File: src/handler_defs.svh
`ifndef HANDLER_DEFS_SVH
`define HANDLER_DEFS_SVH
`define BIN_COUNT 6
`define VAL_W 32
`define BIN_PASS_RES 6'h20
`define BIN_PASS_CUR 6'h01
`define BIN_LOW_FAIL 6'h01
`define BIN_HIGH_FAIL 6'h10
`define BIN_MID 6'h04
`define BIN_NONE 6'h00
`endif

File: src/handler_pkg.sv
package handler_pkg;
    typedef enum logic {mode_res, mode_cur} meas_mode_t;
    typedef enum logic {page_test, page_seq} disp_page_t;
    typedef enum logic [1:0] {st_idle, st_measure, st_latched, st_shown} stage_t;
    typedef struct packed {
        logic [31:0] value;
        logic low_fail;
        logic high_fail;
        logic flash_fail;
    } result_t;
endpackage
File: src/handler_bin_sort_trigger.sv
`timescale 1ns/100ps
`include "handler_defs.svh"
module handler_bin_sort_trigger #(
    parameter int VAL_W = `VAL_W
) (
    // clock and reset
    input wire logic mclk,
    input wire logic rst,
    // handler inputs, active low
    input wire logic ext_trigger_n,
    input wire logic hv_control_n,
    // configuration
    input wire logic external_trigger_mode,
    input wire handler_pkg::meas_mode_t meas_mode,
    input wire handler_pkg::disp_page_t disp_page,
    input wire logic two_limits,
    input wire logic flash_test,
    input wire logic [VAL_W-1:0] lower_limit,
    input wire logic [VAL_W-1:0] upper_limit,
    // measurement engine
    input wire logic meas_busy,
    input wire logic meas_done,
    input wire handler_pkg::result_t meas_result,
    output logic meas_start,
    output logic hv_enable,
    // handler outputs, active low
    output logic bin_out_0_n,
    output logic bin_out_1_n,
    output logic bin_out_2_n,
    output logic bin_out_3_n,
    output logic bin_out_4_n,
    output logic bin_out_5_n,
    output logic data_ready_n,
    output logic test_end_n,
    output logic trigger_armed_n
);
    logic trig_prev_q, trig_prev_d;
    logic [5:0] bin_q, bin_d;
    handler_pkg::stage_t stage_q, stage_d;
    logic start_q, start_d;
    logic trig_rise;
    logic [5:0] bin_sel;
    logic [VAL_W-1:0] val;

    assign val = meas_result.value[VAL_W-1:0];
    // pin is active low: rising edge of the pulse is a falling pin level
    assign trig_rise = trig_prev_q & ~ext_trigger_n;
    assign hv_enable = ~hv_control_n;

    always_comb begin
        bin_sel = `BIN_NONE;
        if (flash_test) begin
            // a flash-over and a too-low reading both reject the part
            if (meas_result.flash_fail || meas_result.low_fail) begin
                bin_sel = `BIN_LOW_FAIL;
            end else begin
                bin_sel = `BIN_PASS_RES;
            end
        end else if (disp_page == handler_pkg::page_seq) begin
            if (meas_result.low_fail) begin
                bin_sel = `BIN_LOW_FAIL;
            end else if (meas_result.high_fail) begin
                bin_sel = `BIN_HIGH_FAIL;
            end else begin
                bin_sel = `BIN_PASS_RES;
            end
        end else if (!two_limits) begin
            // resistance passes above limit, current passes below it
            if (meas_mode == handler_pkg::mode_res) begin
                bin_sel = (val > lower_limit) ? `BIN_PASS_RES : `BIN_LOW_FAIL;
            end else begin
                bin_sel = (val < lower_limit) ? `BIN_PASS_CUR : `BIN_HIGH_FAIL;
            end
        end else begin
            if (val <= lower_limit) begin
                bin_sel = `BIN_LOW_FAIL;
            end else if (val < upper_limit) begin
                bin_sel = `BIN_MID;
            end else begin
                bin_sel = `BIN_HIGH_FAIL;
            end
        end
    end

    // history resets to the idle pin level so a release cannot fake an edge
    always_comb begin
        trig_prev_d = ext_trigger_n;
    end

    always_ff @(posedge mclk or posedge rst) begin
        if (rst) begin
            trig_prev_q <= 1'h1;
        end else begin
            trig_prev_q <= trig_prev_d;
        end
    end

    // a trigger is taken only from idle or once the last result is shown
    always_comb begin
        start_d = 1'h0;
        stage_d = stage_q;
        bin_d = bin_q;
        unique case (stage_q)
            handler_pkg::st_idle, handler_pkg::st_shown: begin
                if (external_trigger_mode && trig_rise && !meas_busy) begin
                    start_d = 1'h1;
                    stage_d = handler_pkg::st_measure;
                    bin_d = `BIN_NONE;
                end
            end
            handler_pkg::st_measure: begin
                // only a done pulse leaves; a stuck engine keeps the handler waiting
                if (meas_done) begin
                    bin_d = bin_sel;
                    stage_d = handler_pkg::st_latched;
                end
            end
            handler_pkg::st_latched: begin
                stage_d = handler_pkg::st_shown;
            end
        endcase
    end

    always_ff @(posedge mclk or posedge rst) begin
        if (rst) begin
            start_q <= 1'h0;
            stage_q <= handler_pkg::st_idle;
            bin_q <= `BIN_NONE;
        end else begin
            start_q <= start_d;
            stage_q <= stage_d;
            bin_q <= bin_d;
        end
    end

    assign meas_start = start_q;
    assign {bin_out_5_n, bin_out_4_n, bin_out_3_n, bin_out_2_n, bin_out_1_n, bin_out_0_n} = ~bin_q;
    // both status lines mark the same moment; the handler may watch either
    assign data_ready_n = ~(stage_q == handler_pkg::st_shown);
    assign test_end_n = ~(stage_q == handler_pkg::st_shown);
    assign trigger_armed_n = ~(external_trigger_mode && stage_q != handler_pkg::st_measure
                               && stage_q != handler_pkg::st_latched);

    one_bin_a: assert property (@(posedge mclk) disable iff (rst)
        !data_ready_n |-> $onehot(bin_q)) else $error("bin not one-hot at ready");
    bin_before_ready_a: assert property (@(posedge mclk) disable iff (rst)
        $fell(data_ready_n) |-> $stable(bin_q)) else $error("bin changed at ready");
    ready_order_a: assert property (@(posedge mclk) disable iff (rst)
        (stage_q == handler_pkg::st_measure && meas_done)
        |=> data_ready_n ##1 (!data_ready_n && !test_end_n)) else $error("ready out of order");
    bins_clear_a: assert property (@(posedge mclk) disable iff (rst)
        meas_start |-> (bin_q == `BIN_NONE)) else $error("bins not cleared at start");

    trig_start_a: assert property (@(posedge mclk) disable iff (rst)
        (external_trigger_mode && trig_rise && !meas_busy
         && (stage_q == handler_pkg::st_idle || stage_q == handler_pkg::st_shown))
        |=> meas_start) else $error("trigger edge missed");
    no_int_start_a: assert property (@(posedge mclk) disable iff (rst)
        meas_start |-> $past(external_trigger_mode)) else $error("start without ext mode");
    start_pulse_a: assert property (@(posedge mclk) disable iff (rst)
        meas_start |=> !meas_start) else $error("start longer than one cycle");
    busy_refuse_a: assert property (@(posedge mclk) disable iff (rst)
        meas_busy |=> !meas_start) else $error("start while engine busy");
    hv_ctrl_a: assert property (@(posedge mclk) disable iff (rst)
        hv_enable == !hv_control_n) else $error("hv control mismatch");

    mid_bin_a: assert property (@(posedge mclk) disable iff (rst)
        (stage_q == handler_pkg::st_measure && meas_done && !flash_test
         && disp_page == handler_pkg::page_test && two_limits
         && val > lower_limit && val < upper_limit) |=> !bin_out_2_n [*2])
        else $error("bin 2 not set between limits");
    low_bin_a: assert property (@(posedge mclk) disable iff (rst)
        (stage_q == handler_pkg::st_measure && meas_done && !flash_test
         && disp_page == handler_pkg::page_test && two_limits && val <= lower_limit)
        |=> !bin_out_0_n) else $error("low interval not on bin 0");
    high_bin_a: assert property (@(posedge mclk) disable iff (rst)
        (stage_q == handler_pkg::st_measure && meas_done && !flash_test
         && disp_page == handler_pkg::page_test && two_limits
         && val > lower_limit && val >= upper_limit) |=> !bin_out_4_n)
        else $error("high interval not on bin 4");
    res_pass_a: assert property (@(posedge mclk) disable iff (rst)
        (stage_q == handler_pkg::st_measure && meas_done && !flash_test
         && disp_page == handler_pkg::page_test && !two_limits
         && meas_mode == handler_pkg::mode_res && val > lower_limit)
        |=> !bin_out_5_n) else $error("res pass not on bin 5");
    cur_pass_a: assert property (@(posedge mclk) disable iff (rst)
        (stage_q == handler_pkg::st_measure && meas_done && !flash_test
         && disp_page == handler_pkg::page_test && !two_limits
         && meas_mode == handler_pkg::mode_cur && val < lower_limit)
        |=> !bin_out_0_n) else $error("cur pass not on bin 0");
    res_fail_a: assert property (@(posedge mclk) disable iff (rst)
        (stage_q == handler_pkg::st_measure && meas_done && !flash_test
         && disp_page == handler_pkg::page_test && !two_limits
         && meas_mode == handler_pkg::mode_res && val <= lower_limit)
        |=> !bin_out_0_n) else $error("res fail not on bin 0");
    cur_fail_a: assert property (@(posedge mclk) disable iff (rst)
        (stage_q == handler_pkg::st_measure && meas_done && !flash_test
         && disp_page == handler_pkg::page_test && !two_limits
         && meas_mode == handler_pkg::mode_cur && val >= lower_limit)
        |=> !bin_out_4_n) else $error("cur fail not on bin 4");

    seq_high_a: assert property (@(posedge mclk) disable iff (rst)
        (stage_q == handler_pkg::st_measure && meas_done && !flash_test
         && disp_page == handler_pkg::page_seq
         && !meas_result.low_fail && meas_result.high_fail) |=> !bin_out_4_n)
        else $error("high fail not on bin 4");
    seq_low_a: assert property (@(posedge mclk) disable iff (rst)
        (stage_q == handler_pkg::st_measure && meas_done && !flash_test
         && disp_page == handler_pkg::page_seq && meas_result.low_fail)
        |=> !bin_out_0_n) else $error("low fail not on bin 0");
    seq_pass_a: assert property (@(posedge mclk) disable iff (rst)
        (stage_q == handler_pkg::st_measure && meas_done && !flash_test
         && disp_page == handler_pkg::page_seq
         && !meas_result.low_fail && !meas_result.high_fail) |=> !bin_out_5_n)
        else $error("sequence pass not on bin 5");
    flash_fail_a: assert property (@(posedge mclk) disable iff (rst)
        (stage_q == handler_pkg::st_measure && meas_done && flash_test
         && (meas_result.flash_fail || meas_result.low_fail))
        |=> !bin_out_0_n [*2]) else $error("flash fail not on bin 0");
    flash_pass_a: assert property (@(posedge mclk) disable iff (rst)
        (stage_q == handler_pkg::st_measure && meas_done && flash_test
         && !meas_result.flash_fail && !meas_result.low_fail)
        |=> !bin_out_5_n) else $error("flash pass not on bin 5");
endmodule

File: config.mk
export PLATFORM = sky130hd
export DESIGN_NAME = handler_bin_sort_trigger
export DESIGN_NICKNAME = d
export VERILOG_FILES = /design/src/handler_pkg.sv /design/src/handler_bin_sort_trigger.sv
export VERILOG_INCLUDE_DIRS = /design/src
export SDC_FILE = /design/constraint.sdc
export NUM_CORES = 1
export LEC_CHECK = 0
export ABC_AREA = 0
export BUFFER_PORTS_ARGS = -buffer_cell sky130_fd_sc_hd__buf_2
export CAP_MARGIN = 20
export CORE_MARGIN = 3
export CORE_UTILIZATION = 41
export CTS_BUF_LIST = sky130_fd_sc_hd__clkbuf_4 sky130_fd_sc_hd__clkbuf_8 sky130_fd_sc_hd__clkbuf_16
export CTS_CLUSTER_DIAMETER = 150
export DETAILED_ROUTE_END_ITERATION = 7
export PLACE_DENSITY = 0.85
export SYNTH_ARGS = -nofsm -noshare
export SYNTH_HDL_FRONTEND = slang
export SYNTH_SLANG_ARGS = --single-unit
File: constraint.sdc
create_clock -name mclk -period 1.6 [get_ports mclk]
set_input_delay 0.32 -clock mclk [delete_from_list [all_inputs] [get_ports mclk]]
set_output_delay 0.32 -clock mclk [all_outputs]
set_load 0.02 [all_outputs]
==> run summary <==
The remaining global-route overflow is 0. The mean area per synthesized cell came out at 7.31 um2. Prior to clock tree synthesis, the placed netlist has a worst setup slack of -0.539 ns. The worst hold slack across all endpoints is 0.0269 ns. The die span in x is 78.1 um. Synthesis handed over a netlist of 291 instances. The I/O pin total came out at 121.

The die footprint came out at 6090 um2. The largest vdd supply drop is 0.472 mV. The fraction of final layout cells sized beyond drive strength 1 came out at 54.3%. During placement, the flow inserted port buffers numbering 118. The number of global-route vias before repair was 2564. The count of antenna diodes in the layout is 0. For this run, design rule violations remaining after detail routing come to 0. In this run the cell area of the synthesized design comes to 2130 um2. The estimated wirelength of the detail-placed design is 5710 um. Setup repair after global routing could not meet its margin everywhere. The die is 78.1 um tall. The number of nets at the end of the flow came out at 622. The starting density of the core is 43.6%.

The congestion estimate from routability-driven global placement came to 0.873. The fmax is 496 MHz. The run finished, with violations left.

The tightest min-delay check is of the in -> async type. The number of warnings printed during yosys synthesis is 0. After detailed routing, the average wire length per cell comes to 14.0 um. The number of sinks driven by the clock tree is 8. TritonCTS built the clock tree. For the final database, setup skew stands at 0.00690 ns. The largest net degree at the start of global routing is 9. Walking the worst path, the cells encountered are buf_2 -> inv_1 -> ha_4 -> a211oi_2 -> o211ai_1 -> o221ai_1 -> a31oi_1 -> a211o_1 -> buf_4 -> o31ai_4. The count of unique library cells instantiated by Yosys came out at 38. The total detailed-routing wirelength is 7170 um. STA classifies the critical path endpoint as a register. The synthesized flop and latch total came out at 8.

No sink is reached through more buffers than the 2 on the longest clock path. The floorplan step defined a core boundary enclosing 4880 um2. The stage delay of the slowest cell on the critical path came out at 0.31 ns. The clock insertion delay at the later pin of the skew report is 0.23 ns. The total routing usage reported by global routing came out at 21.5%. The number of H-tree levels is 1. The floorplan row count is 25. The setup-violating endpoint count in the final report came out at 5. The critical path is of the in -> reg type. The power density normalized to cell area is 486 nW/um2. The number of buffers and inverters on the critical path came out at 3. The most used flip-flop cell after synthesis is dfrtp_1. After clock tree synthesis, the clock-pin slew on the worst setup and hold paths is 0.04 ns.

The detailed-router iteration count before antenna repair is 4. Dividing the detail-routed via count by the number of cells gives 5.07. The required time of the worst setup path came out at 1.74 ns.

The number of DRC violations after detailed-routing iteration 0 came out at 117. The detail route stage leaves a number of antenna-violating nets equal to 0. At the worst endpoint, the arrival time is 2.16 ns. The minimum clock period after layout came out at 2.01 ns.

After synthesis, flip-flops and latches occupy 9.47% of the total area. The kind of start point of the critical path is a primary input. The number of hold violations in the final report came out at 0.

The cell class contributing the biggest share of worst-path delay is compound AO/OA/AOI/OAI gates. The post-route core utilization came out at 78.3%. The growth of design area from synthesis to finish came out at 79.5%.

The filler cell count in the final layout is 338. The logic depth of the worst register-to-register path came out at 6. For this run, asynchronously set or reset flops after synthesis account for 100%.

In this run the clock root is driven by a clkbuf_8. The number of antenna violations at the first check in global routing came out at 0. The cell with the largest stage delay on the worst path is a211o_1. The share of the clock period used by the worst path after layout came out at 126%. The total number of vias came out at 2590. The final reports fail on negative setup slack.

The global-route wire length before repair is 10900 um. The tool flagged a number of max-cap violations equal to 0. The number of hold-repair buffers added at the cts stage came out at 0. In this run the static leakage power is 1.94 nW. The number of CTS-inserted buffers is 3. The count of pins over their slew limit came out at 0. The peak fanout along the critical path is 3. The worst-case setup margin in the final layout is -0.415 ns.

The count of flip-flops with a built-in enable after synthesis is 0. The critical path crosses 10 cells after its start point.
==> final timing paths <==
path / from / to / slack (ns)
min in group mclk: ext_trigger_n / trig_prev_q / 0.21
max reg2reg: trig_prev_q / bin_q[2] / -0.03
max in group asynchronous: rst / trig_prev_q / 1.28
min reg2reg: bin_q[0] / bin_q[0] / 0.50
max: upper_limit[21] / bin_q[2] / -0.41
min: rst / bin_q[0] / 0.03
==> layer usage <==
metal  routed length, um  global-route usage, %
met1                2870                   25.1
met4                 167                   3.85
met2                3720                   41.8
met5                   0                      0
met3                 411                   2.52
==> registers in the layout, summed over array words and instances (netlist names) <==
name,count
meas_start,1
stage_q,2
bin_q,4
trig_prev_q,1
==> where the power goes <==
part | switching, W | internal, W
Sequential | 0.0000414 | 0.000246
Combinational | 0.000638 | 0.000661
Clock | 0.0000818 | 0.000190
==> layout make-up <==
class | count | area (um2) | area share, %
clock buffer | 4 | 48.8 | 1.28
timing repair buffer | 151 | 1000 | 26.3
tap | 67 | 83.8 | 2.19
inverter | 78 | 340 | 8.91
multi-input combinational | 203 | 2140 | 56.0
sequential | 8 | 203 | 5.30
==> kinds of logic after synthesis <==
family | count (synthesis) | synth area share (%)
other | 1 | 0.176
AO/OA/AOI/OAI | 67 | 19.5
buffers and inverters | 81 | 14.8
adder cells (fa/ha/maj) | 67 | 39.4
multiplexers | 1 | 0.470
flip-flops | 8 | 9.47
AND/OR/NAND/NOR | 66 | 16.2
==> synthesized netlist by cell type (2+ instances only) <==
cell type | n | area [um2]
ha_1 | 67 | 838
nand2_1 | 16 | 60.1
nor2_1 | 15 | 56.3
nand3_1 | 5 | 25.0
a31oi_1 | 5 | 31.3
nor3_1 | 3 | 15.0
o21ai_0 | 18 | 90.1
nand4_1 | 13 | 81.3
nor2b_1 | 6 | 37.5
a211oi_1 | 5 | 37.5
o221ai_1 | 2 | 17.5
o211ai_1 | 4 | 30.0
inv_1 | 78 | 293
dfrtp_1 | 7 | 175
buf_4 | 3 | 22.5
a21oi_1 | 22 | 110
==> what timing repair did <==
action	CTS	global route
buffers inserted	5	1
gates resized for setup	49	28
endpoints found under the setup margin	5	5
pin swaps	17	11
==> per-stage QoR <==
step / area (um2) / setup TNS [ns] / instances / total power (W)
after global placement: 3400 / -1.88 / 501 / 0.00132
after floorplan: 2540 / -0.750 / 292 / 0.000924
after CTS: 3680 / -1.02 / 510 / 0.00179
final: 3820 / -1.36 / 511 / 0.00186
after detailed placement: 3400 / -2.06 / 501 / 0.00136
after global routing: 3820 / -1.71 / 511 / 0.00203
==> cells in the final DEF (no fill, tap or decap), types with 2 or more instances in the layout <==
cell type / n
o211ai_1: 4
a21oi_1: 21
nand4_1: 13
buf_4: 34
buf_8: 2
buf_6: 23
inv_1: 47
ha_4: 34
conb_1: 2
inv_6: 2
nor2_1: 14
clkbuf_8: 3
buf_2: 92
a31oi_1: 4
nand3_1: 5
o21ai_0: 12
nor3_1: 2
ha_1: 32
inv_4: 12
nand2_1: 16
a211oi_2: 4
inv_2: 16
nor2b_1: 6
o21ai_1: 7
dfrtp_1: 6
o221ai_1: 2
Note: power is estimated with default switching activity, not from simulation.
